--- src/rtl/twm_pkg.sv ---
// Constants and types of the two-wire master register block
package twm_pkg;
  // Register byte offsets
  localparam logic [7:0] OFS_CONTROL  = 8'h00;
  localparam logic [7:0] OFS_MODE     = 8'h04;
  localparam logic [7:0] OFS_IADDR    = 8'h0c;
  localparam logic [7:0] OFS_DIVIDER  = 8'h10;
  localparam logic [7:0] OFS_STATUS   = 8'h20;
  localparam logic [7:0] OFS_IRQ_SET  = 8'h24;
  localparam logic [7:0] OFS_IRQ_CLR  = 8'h28;
  localparam logic [7:0] OFS_IRQ_VIEW = 8'h2c;
  localparam logic [7:0] OFS_RX_HOLD  = 8'h30;
  localparam logic [7:0] OFS_TX_HOLD  = 8'h34;
  // Command bits of the control register
  localparam int CMD_START = 0;
  localparam int CMD_STOP  = 1;
  localparam int CMD_MASTER_ENABLE_CMD  = 2;
  localparam int CMD_MASTER_DISABLE_CMD = 3;
  localparam int CMD_SWRST = 7;
  // Mode and divider field positions
  localparam int MODE_SIZE_LSB = 8;
  localparam int MODE_READ     = 12;
  localparam int MODE_ADDR_LSB = 16;
  localparam int DIV_HIGH_LSB  = 8;
  localparam int DIV_EXP_LSB   = 16;
  // Status bit positions
  localparam int ST_TRANSFER_COMPLETE = 0;
  localparam int ST_RECEIVE_READY  = 1;
  localparam int ST_TRANSMIT_READY  = 2;
  localparam int ST_OVERRUN_FLAG   = 6;
  localparam int ST_UNDERRUN_FLAG   = 7;
  localparam int ST_NOT_ACKNOWLEDGED_FLAG   = 8;
  // Fixed part of every SCL phase, in clocks
  localparam logic [15:0] SCL_EXTRA = 16'h0003;
  // Reset values
  localparam logic [31:0] WORD_RESET = 32'h0000_0000;

  // Register bus request
  typedef struct packed {
    logic        wr;
    logic        rd;
    logic [7:0]  addr;
    logic [31:0] wdata;
  } twm_req_t;

  // Open-drain line enables, high while pulling low
  typedef struct packed {
    logic sclOe;
    logic sdaOe;
  } twm_pins_t;

  // Status flags
  typedef struct packed {
    logic not_acknowledged_flag;
    logic unr;
    logic ovr;
    logic transmit_ready;
    logic receive_ready;
    logic transfer_complete;
  } twm_flags_t;

  localparam twm_flags_t FLAGS_RESET = '0;

  // Place the flags at their status word positions
  function automatic logic [31:0] statusWord(input twm_flags_t f);
    logic [31:0] w;
    w = WORD_RESET;
    w[ST_TRANSFER_COMPLETE] = f.transfer_complete;
    w[ST_RECEIVE_READY] = f.receive_ready;
    w[ST_TRANSMIT_READY] = f.transmit_ready;
    w[ST_OVERRUN_FLAG] = f.ovr;
    w[ST_UNDERRUN_FLAG] = f.unr;
    w[ST_NOT_ACKNOWLEDGED_FLAG] = f.not_acknowledged_flag;
    return w;
  endfunction

  // SCL phase length in clocks
  function automatic logic [15:0] phaseLen(input logic [7:0] div, input logic [2:0] exp);
    return 16'((16'(div) << exp) + SCL_EXTRA);
  endfunction
endpackage

--- src/rtl/twm_master.sv ---
// Two-wire master with its register file
//
// Our own choices: the placing of the registers and the plain strobed port.
`timescale 1ns/1ns
`default_nettype none
module twm_master
  import twm_pkg::*;
(
  // Clock, reset, enable
  input  wire logic       clk,
  input  wire logic       rst,
  input  wire logic       ce,
  // Register port
  input  wire twm_req_t   req,
  output var  logic [31:0] rdata,
  // Serial lines
  input  wire logic       sclIn,
  input  wire logic       sdaIn,
  output var  twm_pins_t  pins,
  // Interrupt
  output var  logic       irq
);
  typedef enum logic [2:0] {S_IDLE, S_START, S_LOW, S_HIGH, S_RSTART, S_PLOW, S_PHIGH, S_PFREE} twm_state_t;
  typedef enum logic [2:0] {K_ADDR, K_INTERNAL_ADDRESS_BYTES, K_RADDR, K_WDATA, K_RDATA} twm_kind_t;

  twm_state_t  state;
  twm_kind_t   kind;
  twm_flags_t  flags;
  logic [6:0]  slave_select_address;
  logic        readDir;
  logic [1:0]  internal_address_size;
  logic [23:0] internal_address_bytes;
  logic [7:0]  scl_low_divider;
  logic [7:0]  scl_high_divider;
  logic [2:0]  scl_divider_exponent;
  logic [31:0] imr;
  logic [7:0]  thr;
  logic [7:0]  rhr;
  logic        thrFull;
  logic        masterEn;
  logic        pendStart;
  logic        stopReq;
  logic [7:0]  shifter;
  logic [3:0]  bitCnt;
  logic [1:0]  iLeft;
  logic [15:0] cnt;
  logic        evRhr;
  logic        evTake;
  logic        evNack;
  logic        evUnder;
  logic        evDone;

  // Decoded accesses
  logic wrCtl, swrst, msenCmd, thrWrite, srRead, rhrRead, busy, startNow, tmo;
  logic [15:0] lowLen, highLen;
  assign wrCtl    = req.wr && req.addr == OFS_CONTROL;
  assign swrst    = wrCtl && req.wdata[CMD_SWRST];
  assign msenCmd  = wrCtl && req.wdata[CMD_MASTER_ENABLE_CMD] && !req.wdata[CMD_MASTER_DISABLE_CMD];
  assign thrWrite = req.wr && req.addr == OFS_TX_HOLD;
  assign srRead   = req.rd && req.addr == OFS_STATUS;
  assign rhrRead  = req.rd && req.addr == OFS_RX_HOLD;
  assign busy     = state != S_IDLE;
  // write frames start on data, reads on command
  assign startNow = !busy && masterEn && (pendStart || (!readDir && thrFull));
  assign lowLen   = phaseLen(scl_low_divider, scl_divider_exponent);
  assign highLen  = phaseLen(scl_high_divider, scl_divider_exponent);
  // Timer end for the current phase; SCL-high states use the high length
  assign tmo = cnt == 16'((state == S_HIGH || state == S_START || state == S_PHIGH || state == S_PFREE)
                          ? highLen - 16'h0001 : lowLen - 16'h0001);

  // Configuration and mask registers
  always_ff @(posedge clk)
  begin
    if (rst || (ce && swrst))
    begin
      slave_select_address    <= WORD_RESET[6:0];
      readDir <= WORD_RESET[0];
      internal_address_size  <= WORD_RESET[1:0];
      internal_address_bytes    <= WORD_RESET[23:0];
      scl_low_divider   <= WORD_RESET[7:0];
      scl_high_divider   <= WORD_RESET[7:0];
      scl_divider_exponent   <= WORD_RESET[2:0];
      imr     <= WORD_RESET;
      thr     <= WORD_RESET[7:0];
    end
    else if (ce && req.wr)
    begin
      unique case (req.addr)
        OFS_MODE:
        begin
          slave_select_address    <= req.wdata[MODE_ADDR_LSB +: 7];
          readDir <= req.wdata[MODE_READ];
          internal_address_size  <= req.wdata[MODE_SIZE_LSB +: 2];
        end
        OFS_IADDR:   internal_address_bytes <= req.wdata[23:0];
        OFS_DIVIDER:
        begin
          scl_low_divider <= req.wdata[7:0];
          scl_high_divider <= req.wdata[DIV_HIGH_LSB +: 8];
          scl_divider_exponent <= req.wdata[DIV_EXP_LSB +: 3];
        end
        OFS_IRQ_SET: imr <= imr | (req.wdata & statusWord('1));
        OFS_IRQ_CLR: imr <= imr & ~req.wdata;
        OFS_TX_HOLD: thr <= req.wdata[7:0];
        default:     imr <= imr;
      endcase
    end
  end

  // Master enable and commands held for the engine
  always_ff @(posedge clk)
  begin
    if (rst || (ce && swrst))
    begin
      masterEn  <= 1'b0;
      pendStart <= 1'b0;
      stopReq   <= 1'b0;
    end
    else if (ce)
    begin
      if (msenCmd)
        masterEn <= 1'b1;
      else if (wrCtl && req.wdata[CMD_MASTER_DISABLE_CMD])
        masterEn <= 1'b0;
      if (wrCtl && req.wdata[CMD_START])
        pendStart <= 1'b1;
      else if (startNow)
        pendStart <= 1'b0;
      // A STOP request outlives the frame only until it has ended it
      if (wrCtl && req.wdata[CMD_STOP])
        stopReq <= 1'b1;
      else if (evDone)
        stopReq <= 1'b0;
    end
  end

  // Frame engine: bit timing, byte sequence, line drive
  always_ff @(posedge clk)
  begin
    if (rst || (ce && swrst))
    begin
      state   <= S_IDLE;
      kind    <= K_ADDR;
      pins    <= '0;
      shifter <= WORD_RESET[7:0];
      bitCnt  <= WORD_RESET[3:0];
      iLeft   <= WORD_RESET[1:0];
      cnt     <= WORD_RESET[15:0];
      rhr     <= WORD_RESET[7:0];
      thrFull <= 1'b0;
      evRhr   <= 1'b0;
      evTake  <= 1'b0;
      evNack  <= 1'b0;
      evUnder <= 1'b0;
      evDone  <= 1'b0;
    end
    else if (ce)
    begin
      evRhr   <= 1'b0;
      evTake  <= 1'b0;
      evNack  <= 1'b0;
      evUnder <= 1'b0;
      evDone  <= 1'b0;
      cnt     <= cnt + 16'h0001;
      unique case (state)
        S_IDLE:
        begin
          cnt <= WORD_RESET[15:0];
          if (startNow)
          begin
            // slave address first; direction bit, write while an address follows
            shifter    <= {slave_select_address, readDir && internal_address_size == 2'b00};
            kind       <= K_ADDR;
            iLeft      <= internal_address_size;
            pins.sdaOe <= 1'b1;
            state      <= S_START;
          end
        end
        S_START:
          if (tmo)
          begin
            cnt <= WORD_RESET[15:0];
            // Repeated start: SDA falls only after a full high phase
            if (!pins.sdaOe)
              pins.sdaOe <= 1'b1;
            else
            begin
              pins.sclOe <= 1'b1;
              bitCnt     <= WORD_RESET[3:0];
              state      <= S_LOW;
            end
          end
        S_LOW:
        begin
          // Data changes one clock after SCL falls
          if (cnt == 16'h0000)
          begin
            if (bitCnt == 4'd8)
              pins.sdaOe <= kind == K_RDATA && !stopReq;
            else
              pins.sdaOe <= kind != K_RDATA && !shifter[7];
          end
          if (tmo)
          begin
            cnt        <= WORD_RESET[15:0];
            pins.sclOe <= 1'b0;
            state      <= S_HIGH;
          end
        end
        S_HIGH:
          if (tmo)
          begin
            cnt        <= WORD_RESET[15:0];
            pins.sclOe <= 1'b1;
            state      <= S_LOW;
            if (bitCnt != 4'd8)
            begin
              shifter <= {shifter[6:0], sdaIn};
              bitCnt  <= bitCnt + 4'd1;
            end
            else
            begin
              bitCnt <= WORD_RESET[3:0];
              if (kind != K_RDATA && sdaIn)
              begin
                evNack <= 1'b1;
                state  <= S_PLOW;
              end
              else if (kind == K_RDATA)
              begin
                rhr   <= shifter;
                evRhr <= 1'b1;
                if (stopReq)
                  state <= S_PLOW;
              end
              else if (kind == K_ADDR && iLeft != 2'b00)
              begin
                // first internal address byte, most significant first
                shifter <= internal_address_bytes[8 * (iLeft - 2'b01) +: 8];
                iLeft   <= iLeft - 2'b01;
                kind    <= K_INTERNAL_ADDRESS_BYTES;
              end
              else if (kind == K_INTERNAL_ADDRESS_BYTES && iLeft != 2'b00)
              begin
                shifter <= internal_address_bytes[8 * (iLeft - 2'b01) +: 8];
                iLeft   <= iLeft - 2'b01;
              end
              else if (readDir && kind != K_RADDR && internal_address_size != 2'b00)
              begin
                // turn round with a repeated start to read
                shifter <= {slave_select_address, 1'b1};
                kind    <= K_RADDR;
                state   <= S_RSTART;
              end
              else if (readDir)
                kind <= K_RDATA;
              else if (thrFull)
              begin
                // holding byte moves into the shifter
                shifter <= thr;
                thrFull <= 1'b0;
                evTake  <= 1'b1;
                kind    <= K_WDATA;
              end
              else
              begin
                // nothing to send: underrun unless STOP was asked; STOP
                evUnder <= !stopReq;
                state   <= S_PLOW;
              end
            end
          end
        S_RSTART:
        begin
          if (cnt == 16'h0000)
            pins.sdaOe <= 1'b0;
          if (tmo)
          begin
            cnt        <= WORD_RESET[15:0];
            pins.sclOe <= 1'b0;
            state      <= S_START;
          end
        end
        S_PLOW:
        begin
          if (cnt == 16'h0000)
            pins.sdaOe <= 1'b1;
          if (tmo)
          begin
            cnt        <= WORD_RESET[15:0];
            pins.sclOe <= 1'b0;
            state      <= S_PHIGH;
          end
        end
        S_PHIGH:
          if (tmo)
          begin
            cnt        <= WORD_RESET[15:0];
            pins.sdaOe <= 1'b0;
            state      <= S_PFREE;
          end
        S_PFREE:
          if (tmo)
          begin
            evDone <= 1'b1;
            state  <= S_IDLE;
          end
      endcase
      // A write frame started by data, with no internal address, raises no take event at its start
      if (startNow && !readDir && internal_address_size == 2'b00 && !pendStart)
        evTake <= 1'b0;
      // A fresh write refills the holding register even if a take happens now
      if (thrWrite)
        thrFull <= 1'b1;
    end
  end

  // Status flags; every hardware set beats a software clear
  always_ff @(posedge clk)
  begin
    if (rst || (ce && swrst))
      flags <= FLAGS_RESET;
    else if (ce)
    begin
      // complete after STOP, on a NACK or on enable; cleared at frame start
      if (msenCmd || evDone || evNack)
        flags.transfer_complete <= 1'b1;
      else if (startNow)
        flags.transfer_complete <= 1'b0;
      if (evRhr)
        flags.receive_ready <= 1'b1;
      else if (rhrRead)
        flags.receive_ready <= 1'b0;
      if (evTake || evNack || msenCmd)
        flags.transmit_ready <= 1'b1;
      else if (thrWrite)
        flags.transmit_ready <= 1'b0;
      // overrun; cleared by status read when complete
      if (evRhr && flags.receive_ready)
        flags.ovr <= 1'b1;
      else if (srRead && flags.transfer_complete)
        flags.ovr <= 1'b0;
      if (evUnder)
        flags.unr <= 1'b1;
      else if (srRead && flags.transfer_complete)
        flags.unr <= 1'b0;
      if (evNack)
        flags.not_acknowledged_flag <= 1'b1;
      else if (srRead)
        flags.not_acknowledged_flag <= 1'b0;
    end
  end

  // Read data for one cycle, and the interrupt line
  always_ff @(posedge clk)
  begin
    if (rst || (ce && swrst))
    begin
      rdata <= WORD_RESET;
      irq   <= 1'b0;
    end
    else if (ce)
    begin
      // any enabled flag raises the line
      irq   <= |(statusWord(flags) & imr);
      rdata <= WORD_RESET;
      if (req.rd)
      begin
        unique case (req.addr)
          OFS_MODE:     rdata <= 32'({slave_select_address, 3'h0, readDir, 2'h0, internal_address_size, 8'h00});
          OFS_IADDR:    rdata <= 32'(internal_address_bytes);
          OFS_DIVIDER:  rdata <= 32'({scl_divider_exponent, scl_high_divider, scl_low_divider});
          OFS_STATUS:   rdata <= statusWord(flags);
          OFS_IRQ_VIEW: rdata <= imr;
          // last byte in the low bits
          OFS_RX_HOLD:  rdata <= 32'(rhr);
          OFS_TX_HOLD:  rdata <= 32'(thr);
          default:      rdata <= WORD_RESET;
        endcase
      end
    end
  end

  // Helper: length of the current SCL level, in enabled cycles
  logic        sclPrev;
  logic [15:0] runCnt;
  always_ff @(posedge clk)
  begin
    if (rst)
    begin
      sclPrev <= 1'b0;
      runCnt  <= WORD_RESET[15:0];
    end
    else if (ce)
    begin
      sclPrev <= pins.sclOe;
      runCnt  <= pins.sclOe != sclPrev ? 16'h0001 : runCnt + 16'h0001;
    end
  end
endmodule
`default_nettype wire

--- config.mk ---
export PLATFORM = sky130hd
export DESIGN_NAME = twm_master
export DESIGN_NICKNAME = d
export VERILOG_FILES = /design/src/rtl/twm_pkg.sv /design/src/rtl/twm_master.sv
export SDC_FILE = /design/constraint.sdc
export NUM_CORES = 1
export LEC_CHECK = 0
export BUFFER_PORTS_ARGS = -buffer_cell sky130_fd_sc_hd__buf_4
export CAP_MARGIN = 15
export CORE_ASPECT_RATIO = 0.75
export CORE_UTILIZATION = 49
export DETAILED_ROUTE_END_ITERATION = 10
export MAX_ROUTING_LAYER = met4
export PLACE_DENSITY = 0.69
export SLEW_MARGIN = 10
export SYNTH_ARGS = -nofsm -noshare
export SYNTH_HDL_FRONTEND = slang
export SYNTH_SLANG_ARGS = --single-unit
--- constraint.sdc ---
create_clock -name clk -period 4.1 [get_ports clk]
set_input_delay 0.615 -clock clk [delete_from_list [all_inputs] [get_ports clk]]
set_output_delay 0.615 -clock clk [all_outputs]
set_load 0.01 [all_outputs]
After elaboration in Yosys (flattened, before gate mapping):

Index checks and enable logic that the tools add are counted.

* $add $sub $neg: 8
* eq/ne operators: 53
* shifts and indexed selects: 3
* muxes and demuxes: 129
* bitwise gates (word level): 6
* reduce and logical (&&, ||, !) cells: 93

Operators with widths (count)
* $pmux W32 S7: 1
* $mux W3: 28
* $mux W8: 10
* $mux W1: 66
* $pmux W32 S2: 1
* $eq A8 B6 Y1 const B: 6
* $ne A2 B2 Y1 const B: 21
* $shiftx A24 B33 Y8: 1
* $add A16 B2 Y16 const B: 2
* $and A32 B32 Y32: 1
* $and A9 B32 Y32: 1
* $mux W16: 2
* $mux W32: 1
* $not A32 Y32: 1
* $or A32 B9 Y32: 1
* $pmux W16 S2: 1
* $reduce_bool A2 Y1: 16
* $reduce_or A32 Y1: 1
* $shl A8 B3 Y16: 2
* $sub A16 B1 Y16 const B: 2
* $logic_and A1 B1 Y1: 28
* $reduce_and A2 Y1: 14
* $pmux W3 S8: 1
* $reduce_and A8 Y1: 3
* 42 further kinds: 81

* register bits after elaboration: 187
* input port bits: 47
* output and inout port bits: 35
* logic and storage cells: 327

Logic depth before layout (Yosys ltp):

Gate-level depths: netlist (run 1).

* word-level depth: 12
* depth in mapped cells: 20
* depth with buffers taken out: 14

Least setup slack after synthesis (run 1):

OpenSTA, ideal clock, no wires.

* path type: reg2reg
* from: reg scl_divider_exponent[1]
* to: reg evNack
* setup time: 0.070 ns
* arrival: 3.792 ns
* data required time: 4.030 ns
* path slack: 0.238 ns
* stages on the path, launching flop included: 20
* path buffers: 5
* clock period less this slack: 3.862 ns
* cell sequence: dfxtp_1 > buf_6 > buf_8 > buf_6 > nand3b_1 > o21a_1 > nor2_1 > ha_1 > inv_1 > a2111o_1 > or3b_1 > buf_2 > nor4b_2 > a2111oi_1 > a22oi_1 > nand4b_1 > or2_1 > buf_2 > or4_1 > a21oi_1

* word-level cells in the longest chain between the ends: 7
* elaborated cells between the ends (all ways): 10
* those cells by class: add/sub (4); eq/ne (1); shift (2); mux (3)

Ends and longest elaborated chain
* start: declaration: line twm_master.sv:35 `logic [2:0] scl_divider_exponent;`
* start signal: assignment: line twm_master.sv:82 `scl_divider_exponent <= WORD_RESET[2:0];`
* start signal: assignment: line twm_master.sv:100 `scl_divider_exponent <= req.wdata[DIV_EXP_LSB +: 3];`
* $shl A8 B3 Y16: line twm_pkg.sv:79 `return 16'((16'(div) << exp) + SCL_EXTRA);`
* $add A16 B2 Y16: line twm_pkg.sv:79
* $sub A16 B1 Y16: line twm_master.sv:69 `? highLen - 16'h0001 : lowLen - 16'h0001);`
* $mux W16 (*): line twm_master.sv:69
* $eq A16 B16 Y1 (*): line twm_master.sv:68 `assign tmo = cnt == 16'((state == S_HIGH || state == S_START || state == S_PHIGH || state == S_PFREE)`
* $mux W1 (*): line twm_master.sv:211 `if (tmo)`
* $mux W1 (*): line twm_master.sv:165 `unique case (state)`
* end signal: assignment: line twm_master.sv:153 `evNack <= 1'b0;`
* end signal: assignment: line twm_master.sv:161 `evNack <= 1'b0;`
* end signal: assignment: line twm_master.sv:226 `evNack <= 1'b1;`
* end: declaration: line twm_master.sv:49 `logic evNack;`

Every way passes the cells marked *; elsewhere a longest branch is shown, timed or not.
A chain may end at the register's enable or synchronous reset.

Worst setup path after layout (run 1):

* from: reg scl_divider_exponent[1]
* to: reg cnt[8]

* word-level cells in the longest chain between the ends: 7
* elaborated cells between the ends (all ways): 10
* those cells by class: add/sub (4); eq/ne (1); shift (2); mux (3)

Ends and longest elaborated chain
* $shl A8 B3 Y16: line twm_pkg.sv:79
* $add A16 B2 Y16: line twm_pkg.sv:79
* $sub A16 B1 Y16: line twm_master.sv:69
* $mux W16 (*): line twm_master.sv:69
* $eq A16 B16 Y1 (*): line twm_master.sv:68
* $mux W16 (*)
* $pmux W16 S2 (*): line twm_master.sv:165
* end signal: assignment: line twm_master.sv:182 `cnt <= WORD_RESET[15:0];`
* end signal: assignment: line twm_master.sv:205 `cnt <= WORD_RESET[15:0];`
* end signal: assignment: line twm_master.sv:213 `cnt <= WORD_RESET[15:0];`
* end: declaration: line twm_master.sv:46 `logic [15:0] cnt;`

Marked as above.

==> flow_metrics.env, run 1 <==
export IMPL_die_y_um=129
export IMPL_synth_area_leaders="dfxtp_1 35%, nand2_1 8.6%, a21oi_1 7.3%"
export IMPL_cts_buffer_depth=2
export IMPL_arrival_ns=4.31
export IMPL_rr_worst_depth=16
export IMPL_grt_pass1_wl_um=51400
export IMPL_clk_pin_slew_ns=0.09
export IMPL_postCtsSetupRepairBufs=0
export IMPL_r2r_start="scl_divider_exponent[1]"
export IMPL_drive_gt1_share_pct=16.1
export IMPL_seq_area_frac_synth_pct=35.4
export IMPL_clockPowerShare_pct=46.1
export IMPL_final_common_cell="nand2_1"
export IMPL_vias=10419
export IMPL_ys_types=84
export IMPL_core_area_mm2=0.0211
export IMPL_vdd_ir_drop_max_v=0.000266
export IMPL_drc=0
export IMPL_gr_total_overflow=0
export IMPL_ioPinCount=82
export IMPL_ys_seq_elements=187
export IMPL_hp_class="input port to flop"
export IMPL_layout_common_cells="243 x nand2_1, 185 x dfxtp_1, 152 x a21oi_1"
export IMPL_tightest_slew_ns=0.984
export IMPL_status="completed"
export IMPL_combPwrFrac_pct=4.3
export IMPL_drtIter0Drc=1252
export IMPL_powerDensity_mw_per_mm2=300
export IMPL_syn_cell_area_mm2=0.0106
export IMPL_syn_avg_cell_area_um2=7.86
export IMPL_p_switching_w=0.000956
export IMPL_post_route_period_util_pct=95.9
export IMPL_cts_tree="built"
export IMPL_synth_nets=1399
export IMPL_crit_fanout=8
export IMPL_ys_flop_type="dfxtp_1"
export IMPL_via_per_inst=6.17
export IMPL_yosysWarnings=0
export IMPL_synth_edf_count=0
export IMPL_p_leak_nw=4.17
export IMPL_firstDrtPassIters=6
export IMPL_crit_start="scl_divider_exponent[1]"
export IMPL_setup_viol=0
export IMPL_yosys_area_top_type="dfxtp_1"
export IMPL_cts_hold_buffers=0
export IMPL_timing_worst_setup_path_type="flop to flop"
export IMPL_first_global_vias=8957
export IMPL_start_kind="flop"
export IMPL_grt_use_total_pct=31.3
export IMPL_wl_um=34300
export IMPL_cts_htree_levels=4
export IMPL_max_freq_ghz=0.254
export IMPL_max_slew_margin_rel_pct=34.2
export IMPL_root_buffer="clkbuf_16"
export IMPL_clkLatencyLatePin_ns=0.45
export IMPL_grt_max_degree=95
export IMPL_fin_skew_ns=0.0214
export IMPL_hold_viol_final=0
export IMPL_cp_required_ns=4.48
export IMPL_p_int_w=0.00270
export IMPL_nNetsFinal=1441
export IMPL_die_w_um=172
export IMPL_ant_nets=0
export IMPL_gp_congestion=0.974
export IMPL_antenna_found_initial=1
export IMPL_async_flop_share_pct=0
export IMPL_period_minus_slack_ns=3.93
export IMPL_io_buffers=80
export IMPL_p_sw_share_pct=26.1
export IMPL_post_drt_wl_per_cell_um=20.3
export IMPL_start_util_pct=50.0
export IMPL_syn_inst=1345
export IMPL_yosys_area_top_type_share_pct=35.4
export IMPL_seq_power_share_pct=49.6
export IMPL_syn_to_final_growth_pct=15.5
export IMPL_rows=46
export IMPL_drv_cap=0
export IMPL_whs_ns=0.318
export IMPL_numCtsBuffers=17
export IMPL_rsz0062_at_grt="false"
export IMPL_end_kind="flop"
export IMPL_tns_ns=0
export IMPL_dieArea_mm2=0.0222
export IMPL_r2r_end="cnt[8]"
export IMPL_reg2reg_slack_ns=0.17
export IMPL_dp_hpwl_um=24100
export IMPL_maxSlewViolCount=0
export IMPL_cts_sinks=187
export IMPL_endpoint="cnt[8]"
==> worst max-delay path, cell delays in order, from the launching register on <==
cell and delay, ns:
dfxtp_4 0.38, mux2i_1 0.17, o21a_1 0.23, nor2_1 0.10, ha_2 0.23, inv_1 0.06
a2111o_1 0.41, or3b_4 0.46, or2_1 0.26, a2111oi_4 0.31, a22oi_1 0.10, nand4b_1 0.13
buf_6 0.16, buf_4 0.17, a211oi_2 0.06, a311o_2 0.49, nor2_1 0.13
==> through the flow <==
step,total power [W],instance area [µm²],worst slack (ns),utilization [%],std cells
finish,0.00366,12200,0.168,57.8,1689
global route,0.00375,12200,0.000809,57.8,1689
CTS,0.00367,12100,0.0121,57.4,1687
detailed placement,0.00201,11500,-0.119,54.5,1654
global placement,0.00201,11500,-0.00362,54.5,1654
floorplan,0.00193,10600,0.238,-,1345
==> cell usage after synthesis, drive strengths merged (5+ instances only) <==
cell type and instances:
mux4 11, a221oi 10, clkbuf 71, o21ai 40, a21o 6, or2 9
buf 41, a21oi 154, ha 7, dfxtp 187, a211oi 17, o211ai 5
xor2 11, a22oi 46, a22o 5, nand2 243, xnor2 15, mux2i 71
nor4b 7, nor3 32, nand4 15, inv 16, and3 6, or4 7
nor2b 9, a311oi 6, o2bb2ai 5, or3 10, o31ai 6, nand3 38
o211a 5, o21a 6, a31oi 8, nand3b 7, nor4 11, nor2 125
mux2 15, nand4b 5
==> registers in the layout, summed over array words and instances (netlist names), 2 cells and up, named ones only <==
register                cells
rdata                      32
imr                        26
internal_address_bytes     24
cnt                        16
rhr                         8
scl_high_divider            8
scl_low_divider             8
shifter                     8
thr                         8
slave_select_address        7
flags                       6
bitCnt                      4
kind                        3
scl_divider_exponent        3
state                       3
iLeft                       2
internal_address_size       2
pins                        2
==> what timing repair did <==
action,in CTS,in global routing
pin swaps,1,2
gates cloned,1,1
endpoints found under the hold margin,0,0
resized for setup,1,11
setup endpoints to repair,15,45
==> power by group through the flow <==
stage          clock network, W  logic [W]  registers (W)
3_5_place_dp                  0   0.000152        0.00186
2_1_floorplan                 0  0.0000710        0.00186
4_1_cts                 0.00170   0.000153        0.00182
5_1_grt                 0.00177   0.000164        0.00182
6_report                0.00169   0.000157        0.00182
3_3_place_gp                  0   0.000152        0.00186
==> logic make-up (layout without fill, tap and decap cells) <==
kind of cell,Yosys count,count (layout),synth area share (%)
other cells,0,1,0
compound gates,356,357,21.8
xor+xnor,27,27,2.37
buf+inv,130,184,5.38
flops,187,187,35.4
fa+ha+maj,7,7,0.829
simple gates,541,541,23.5
mux,97,97,10.7
==> final cells by class <==
cell class              count  area, µm²
well taps                 288        360
inverters                  18       67.6
clock buffers              18        439
diodes                      1       2.50
fillers                  1936       8920
multi-input cells        1029       6350
clock inverters            14        166
repair buffers            134       1060
flip-flops and latches    187       3750
==> per-layer routing <==
| metal | wire length [µm] | global-route usage [%] | up-vias | share of wire [%] |
|---|---|---|---|---|
| li1 | - | - | 4922 | - |
| met1 | 15900 | 45.0 | 4963 | 46 |
| met2 | 14200 | 42.0 | 494 | 41 |
| met3 | 3670 | 8.83 | 40 | 11 |
| met4 | 555 | 8.19 | 0 | 1.6 |
| met5 | 0 | - | - | 0 |
==> worst min path at each step <==
stage	startpoint	endpoint	slack, ns	cells after the start
final	req[24]	imr[24]	0.32	2
after global routing	req[24]	imr[24]	0.32	2
after CTS	req[24]	imr[24]	0.32	2
after detailed placement	imr[14]	imr[14]	0.42	2
after global placement	imr[30]	imr[30]	0.42	2
after floorplan	imr[10]	imr[10]	0.41	2
No activity file was read; power rests on OpenSTA's default activity.
==> run 2, diff against run 1 <==
==> constraint.sdc (replaced) <==
create_clock -name clk -period 4.1 [get_ports clk]
set_input_delay 0.41 -clock clk [delete_from_list [all_inputs] [get_ports clk]]
set_output_delay 0.41 -clock clk [all_outputs]
set_load 0.01 [all_outputs]
==> run 2 against run 1 <==
Setup slack improved by 0.018 ns. Final area about the same. Die area unchanged. Largest power group unchanged. Count of clock-buffer cells in the layout increased by 1.
==> flow_metrics.env, run 2 (same netlist as run 1, synthesis figures left out) <==
export IMPL_max_freq_ghz=0.255
export IMPL_dieArea_mm2=0.0222
export IMPL_drc=0
export IMPL_dp_hpwl_um=24400
export IMPL_crit_start="scl_divider_exponent[1]"
export IMPL_max_slew_margin_rel_pct=44.9
export IMPL_antenna_found_initial=1
export IMPL_hold_viol_final=0
export IMPL_tns_ns=0
export IMPL_seq_power_share_pct=49.4
export IMPL_status="completed"
export IMPL_cts_hold_buffers=0
export IMPL_powerDensity_mw_per_mm2=302
export IMPL_clk_pin_slew_ns=0.07
export IMPL_fin_skew_ns=0.00730
export IMPL_period_minus_slack_ns=3.91
export IMPL_core_area_mm2=0.0211
export IMPL_via_per_inst=6.23
export IMPL_crit_fanout=22
export IMPL_clockPowerShare_pct=46.4
export IMPL_cts_buffer_depth=2
export IMPL_wl_um=34600
export IMPL_worstPathCellList="buf_16, mux2_2, a21oi_1, nor2_1, ha_1, mux2i_1, xnor2_1, nor4b_1, o2111ai_1, a211oi_2, nand4b_1, buf_4, or2_1, or4_1, a21oi_1"
export IMPL_root_buffer="clkbuf_16"
export IMPL_layout_common_cells="243 x nand2_1, 185 x dfxtp_1, 152 x a21oi_1"
export IMPL_firstDrtPassIters=5
export IMPL_grt_pass1_wl_um=52300
export IMPL_start_util_pct=50.0
export IMPL_rr_worst_depth=15
export IMPL_timing_worst_setup_path_type="flop to flop"
export IMPL_drive_gt1_share_pct=16.1
export IMPL_p_leak_nw=4.18
export IMPL_drtIter0Drc=1242
export IMPL_numCtsBuffers=17
export IMPL_grt_max_degree=48
export IMPL_end_kind="flop"
export IMPL_clkLatencyLatePin_ns=0.44
export IMPL_p_sw_share_pct=23.8
export IMPL_combPwrFrac_pct=4.2
export IMPL_maxSlewViolCount=0
export IMPL_post_route_period_util_pct=95.5
export IMPL_min_path_cells=2
export IMPL_vias=10520
export IMPL_r2r_start="scl_divider_exponent[1]"
export IMPL_nNetsFinal=1441
export IMPL_start_kind="flop"
export IMPL_largest_register_ff_count=32
export IMPL_cts_sinks=187
export IMPL_path_common_cell="a21oi_1"
export IMPL_ant_nets=0
export IMPL_die_w_um=172
export IMPL_setup_viol=0
export IMPL_gr_total_overflow=0
export IMPL_vdd_ir_drop_max_v=0.000268
export IMPL_cpMaxStageDelayCell="or4_1"
export IMPL_syn_to_final_growth_pct=15.4
export IMPL_ioPinCount=82
export IMPL_die_y_um=129
export IMPL_p_switching_w=0.000877
export IMPL_hp_class="input port to flop"
export IMPL_cp_required_ns=4.47
export IMPL_first_global_vias=9041
export IMPL_gp_congestion=0.954
export IMPL_whs_ns=0.125
export IMPL_p_int_w=0.00280
export IMPL_rows=46
export IMPL_min_from="req[28]"
export IMPL_cts_tree="built"
export IMPL_reg_largest_list="rdata: 32 flops, imr: 26 flops, internal_address_bytes: 24 flops"
export IMPL_arrival_ns=4.29
export IMPL_drv_cap=0
export IMPL_crit_path_max_incr_delay_ns=0.54
export IMPL_post_drt_wl_per_cell_um=20.5
export IMPL_tightest_slew_ns=0.827
export IMPL_io_buffers=80
export IMPL_cts_htree_levels=4
export IMPL_final_common_cell="nand2_1"
export IMPL_grt_use_total_pct=32.0
export IMPL_top_register="rdata"
run 2: area by class of cell:
| type | count | area (µm²) |
|---|---|---|
| Clock inverter | 13 | 139 |
| Clock buffer | 19 | 453 |
| Sequential cell | 187 | 3750 |
| Multi-Input combinational cell | 1028 | 6340 |
| Inverter | 18 | 67.6 |
| Fill cell | 1963 | 8930 |
| Timing Repair Buffer | 135 | 1080 |
| Tap cell | 288 | 360 |
| Antenna cell | 1 | 2.50 |
run 2: routing by layer:
| metal | share of wire (%) | vias to the layer above | GRT usage (%) | wire, µm |
|---|---|---|---|---|
| met5 | 0 | - | - | 0 |
| met4 | 1.1 | 0 | 7.14 | 393 |
| met3 | 11 | 38 | 8.00 | 3950 |
| met2 | 42 | 503 | 43.6 | 14500 |
| met1 | 46 | 5058 | 46.9 | 15800 |
| li1 | - | 4921 | - | - |
run 2: worst paths after layout:
kind | slack [ns] | endpoint
worst min register to register | 0.43 | imr[30]
worst max-delay path | 0.19 | evNack
worst max register to register | 0.19 | evNack
worst min-delay path | 0.13 | imr[28]
run 2: worst max-delay path, delay by kind of cell (launching register included):
| kind | cells | cell delay [ns] |
|---|---|---|
| mux | 2 | 0.55 |
| xor+xnor | 1 | 0.08 |
| flops | 1 | 0.42 |
| compound gates | 4 | 0.82 |
| fa+ha+maj | 1 | 0.27 |
| simple gates | 5 | 1.29 |
| buf+inv | 2 | 0.38 |
run 2: through the flow:
stage	setup slack [ns]	instance area (µm²)	utilization (%)	total power [W]	cells
6_report	0.185	12200	57.7	0.00368	1689
5_1_grt	-0.00239	12200	57.7	0.00376	1689
4_1_cts	0.0602	12100	57.2	0.00368	1685
3_5_place_dp	-0.103	11500	54.4	0.00201	1653
3_3_place_gp	0.0256	11500	54.4	0.00201	1653
2_1_floorplan	0.238	10600	-	0.00193	1345
run 2: repair_timing:
| item | CTS | global route |
|---|---|---|
| resized for setup | 2 | 11 |
| pin swaps | 1 | 2 |
| setup endpoints to repair | 15 | 48 |
| gates cloned | 0 | 2 |
| setup buffers | 0 | 1 |
run 2: power by group through the flow:
stage	registers [W]	clock network [W]	logic, W
after floorplan	0.00186	0	0.0000710
after global placement	0.00186	0	0.000151
after detailed placement	0.00186	0	0.000150
after CTS	0.00182	0.00171	0.000152
after global routing	0.00182	0.00178	0.000161
final	0.00182	0.00171	0.000154
==> run 3, diff against run 2 <==
--- a/config.mk
+++ b/config.mk
@@ -7,7 +7,6 @@
 export LEC_CHECK = 0
 export BUFFER_PORTS_ARGS = -buffer_cell sky130_fd_sc_hd__buf_4
 export CAP_MARGIN = 15
-export CORE_ASPECT_RATIO = 0.75
 export CORE_UTILIZATION = 49
 export DETAILED_ROUTE_END_ITERATION = 10
 export MAX_ROUTING_LAYER = met4
==> run 3 against run 2 <==
Count of clock-buffer cells in the layout down 2. Critical endpoint is now cnt[0]. Combinational power up 5%. Sequential power about the same. Setup slack better by 0.015 ns. Global-route usage fell by 0.84 points. Clock power is 5% higher. Critical path depth increased by 2. Clock skew grew 0.0084 ns. First-iteration DRC count down 22%. Routed wire length decreased by 3.6%.
==> flow_metrics.env, run 3 (same netlist as run 1, synthesis figures left out) <==
export IMPL_maxSlewViolCount=0
export IMPL_status="completed"
export IMPL_first_global_vias=9435
export IMPL_via_per_inst=6.22
export IMPL_cts_htree_levels=4
export IMPL_gp_congestion=0.956
export IMPL_dp_hpwl_um=23500
export IMPL_clockPowerShare_pct=47.6
export IMPL_reg2reg_slack_ns=0.20
export IMPL_vias=10455
export IMPL_rsz0062_at_grt="false"
export IMPL_cpMaxStageDelayCell="or3b_4"
export IMPL_grt_use_met3_pct=6.18
export IMPL_dieArea_mm2=0.0222
export IMPL_nNetsFinal=1447
export IMPL_busiest_layer="met2"
export IMPL_die_w_um=149
export IMPL_vdd_ir_drop_max_v=0.000247
export IMPL_grt_pass1_wl_um=52200
export IMPL_worstPathCellList="mux2i_1, o21a_1, nor2_1, ha_1, inv_1, a2111o_1, or3b_4, or2_1, a2111oi_1, a22oi_1, nand4b_1, buf_4, buf_4, a211oi_1, a311o_1, buf_4, nor2_1"
export IMPL_start_util_pct=50.1
export IMPL_rr_worst_depth=17
export IMPL_endpoint="cnt[0]"
export IMPL_seq_power_share_pct=48.1
export IMPL_top_register="rdata"
export IMPL_use_met1_pct=40.8
export IMPL_period_minus_slack_ns=3.90
export IMPL_p_switching_w=0.00104
export IMPL_critPathBufInv=4
export IMPL_clk_pin_slew_ns=0.09
export IMPL_powerDensity_mw_per_mm2=308
export IMPL_crit_path_max_incr_delay_ns=0.45
export IMPL_combPwrFrac_pct=4.3
export IMPL_grt_use_total_pct=31.2
export IMPL_die_y_um=149
export IMPL_crit_fanout=15
export IMPL_max_freq_ghz=0.256
export IMPL_p_leak_nw=4.20
export IMPL_largest_register_ff_count=32
export IMPL_post_route_period_util_pct=95.1
export IMPL_max_slew_margin_rel_pct=45.4
export IMPL_reg_largest_list="rdata: 32 flops, imr: 26 flops, internal_address_bytes: 24 flops"
export IMPL_tns_ns=0
export IMPL_root_buffer="clkbuf_16"
export IMPL_p_int_w=0.00274
export IMPL_ant_nets=0
export IMPL_cts_hold_buffers=0
export IMPL_p_sw_share_pct=27.5
export IMPL_tightest_slew_ns=0.817
export IMPL_power_w=0.00378
export IMPL_post_route_util_pct=58.1
export IMPL_cts_tree="built"
export IMPL_drive_gt1_share_pct=16.3
export IMPL_wl_um=33400
export IMPL_firstDrtPassIters=7
export IMPL_hold_viol_final=0
export IMPL_syn_to_final_growth_pct=16.0
export IMPL_cts_sinks=187
export IMPL_clkLatencyLatePin_ns=0.45
export IMPL_n_antenna_cell=0
export IMPL_drtIter0Drc=965
export IMPL_crit_start="scl_divider_exponent[1]"
export IMPL_hp_class="input port to flop"
export IMPL_path_delay_family="compound AO/OA/AOI/OAI gates"
export IMPL_drc=0
export IMPL_final_cells=1681
export IMPL_post_drt_wl_per_cell_um=19.9
export IMPL_start_kind="flop"
export IMPL_arrival_ns=4.28
export IMPL_numCtsBuffers=17
export IMPL_end_kind="flop"
export IMPL_whs_ns=0.114
export IMPL_grt_max_degree=57
export IMPL_crit_cells=17
export IMPL_ioPinCount=82
export IMPL_setup_viol=0
export IMPL_antenna_found_initial=0
export IMPL_rows=53
export IMPL_fin_skew_ns=0.0157
export IMPL_r2r_start="scl_divider_exponent[1]"
export IMPL_final_common_cell="nand2_1"
export IMPL_dp_cells=1648
export IMPL_r2r_end="cnt[0]"
export IMPL_postCtsSetupRepairBufs=0
export IMPL_layout_common_cells="243 x nand2_1, 185 x dfxtp_1, 153 x a21oi_1"
export IMPL_cp_required_ns=4.48
export IMPL_core_area_mm2=0.0211
export IMPL_met2_usage_pct=47.3
export IMPL_timing_worst_setup_path_type="flop to flop"
export IMPL_cts_buffer_depth=2
export IMPL_drv_cap=0
export IMPL_io_buffers=80
export IMPL_min_from="req[30]"
export IMPL_path_common_cell="buf_4"
export IMPL_gr_total_overflow=0
[run 3: changes by cell type in the layout (fill, tap and decap cells not counted), moves of 3 or more]
cell,before,now
buf_4,131,137
clkinv_2,5,0
clkinv_8,0,6
inv_12,0,3
inv_16,0,3
nor4b_2,0,3
[run 3: layout make-up]
type                    instances  area [µm²]
repair buffers                141        1110
well taps                     275         344
multi-input cells            1028        6320
fillers                      1957        8830
flip-flops and latches        187        3750
clock inverters                15         235
clock buffers                  17         425
inverters                      18        67.6
[run 3: how the worst min path moves through the flow]
stage / end / slack [ns] / depth (start not counted)
final: imr[30] / 0.11 / 2
after global routing: imr[30] / 0.1 / 2
after CTS: imr[30] / 0.11 / 2
after detailed placement: imr[11] / 0.42 / 2
after global placement: imr[11] / 0.42 / 2
after floorplan: imr[10] / 0.41 / 2
[run 3: power by group through the flow]
stage / Combinational (W) / Sequential (W) / Clock, W
after global placement: 0.000157 / 0.00186 / 0
final: 0.000161 / 0.00182 / 0.00180
after floorplan: 0.0000710 / 0.00186 / 0
after global routing: 0.000169 / 0.00182 / 0.00188
after CTS: 0.000157 / 0.00182 / 0.00182
after detailed placement: 0.000157 / 0.00186 / 0
[run 3: metrics by stage]
stage	worst slack, ns	cell area, µm²
floorplan	0.238	10600
global placement	0.241	11500
detailed placement	0.177	11500
CTS	0.153	12200
global route	0.00575	12300
finish	0.200	12300
[run 3: timing repair]
action,in CTS,in global routing
endpoints found under the setup margin,0,24
gates resized for setup,0,5
hold endpoints to repair,0,0
[run 3: metal layers]
metal	vias up	wire length, µm
met5	-	0
met4	0	1120
met3	86	2730
met2	469	15200
met1	4968	14300
li1	4932	-
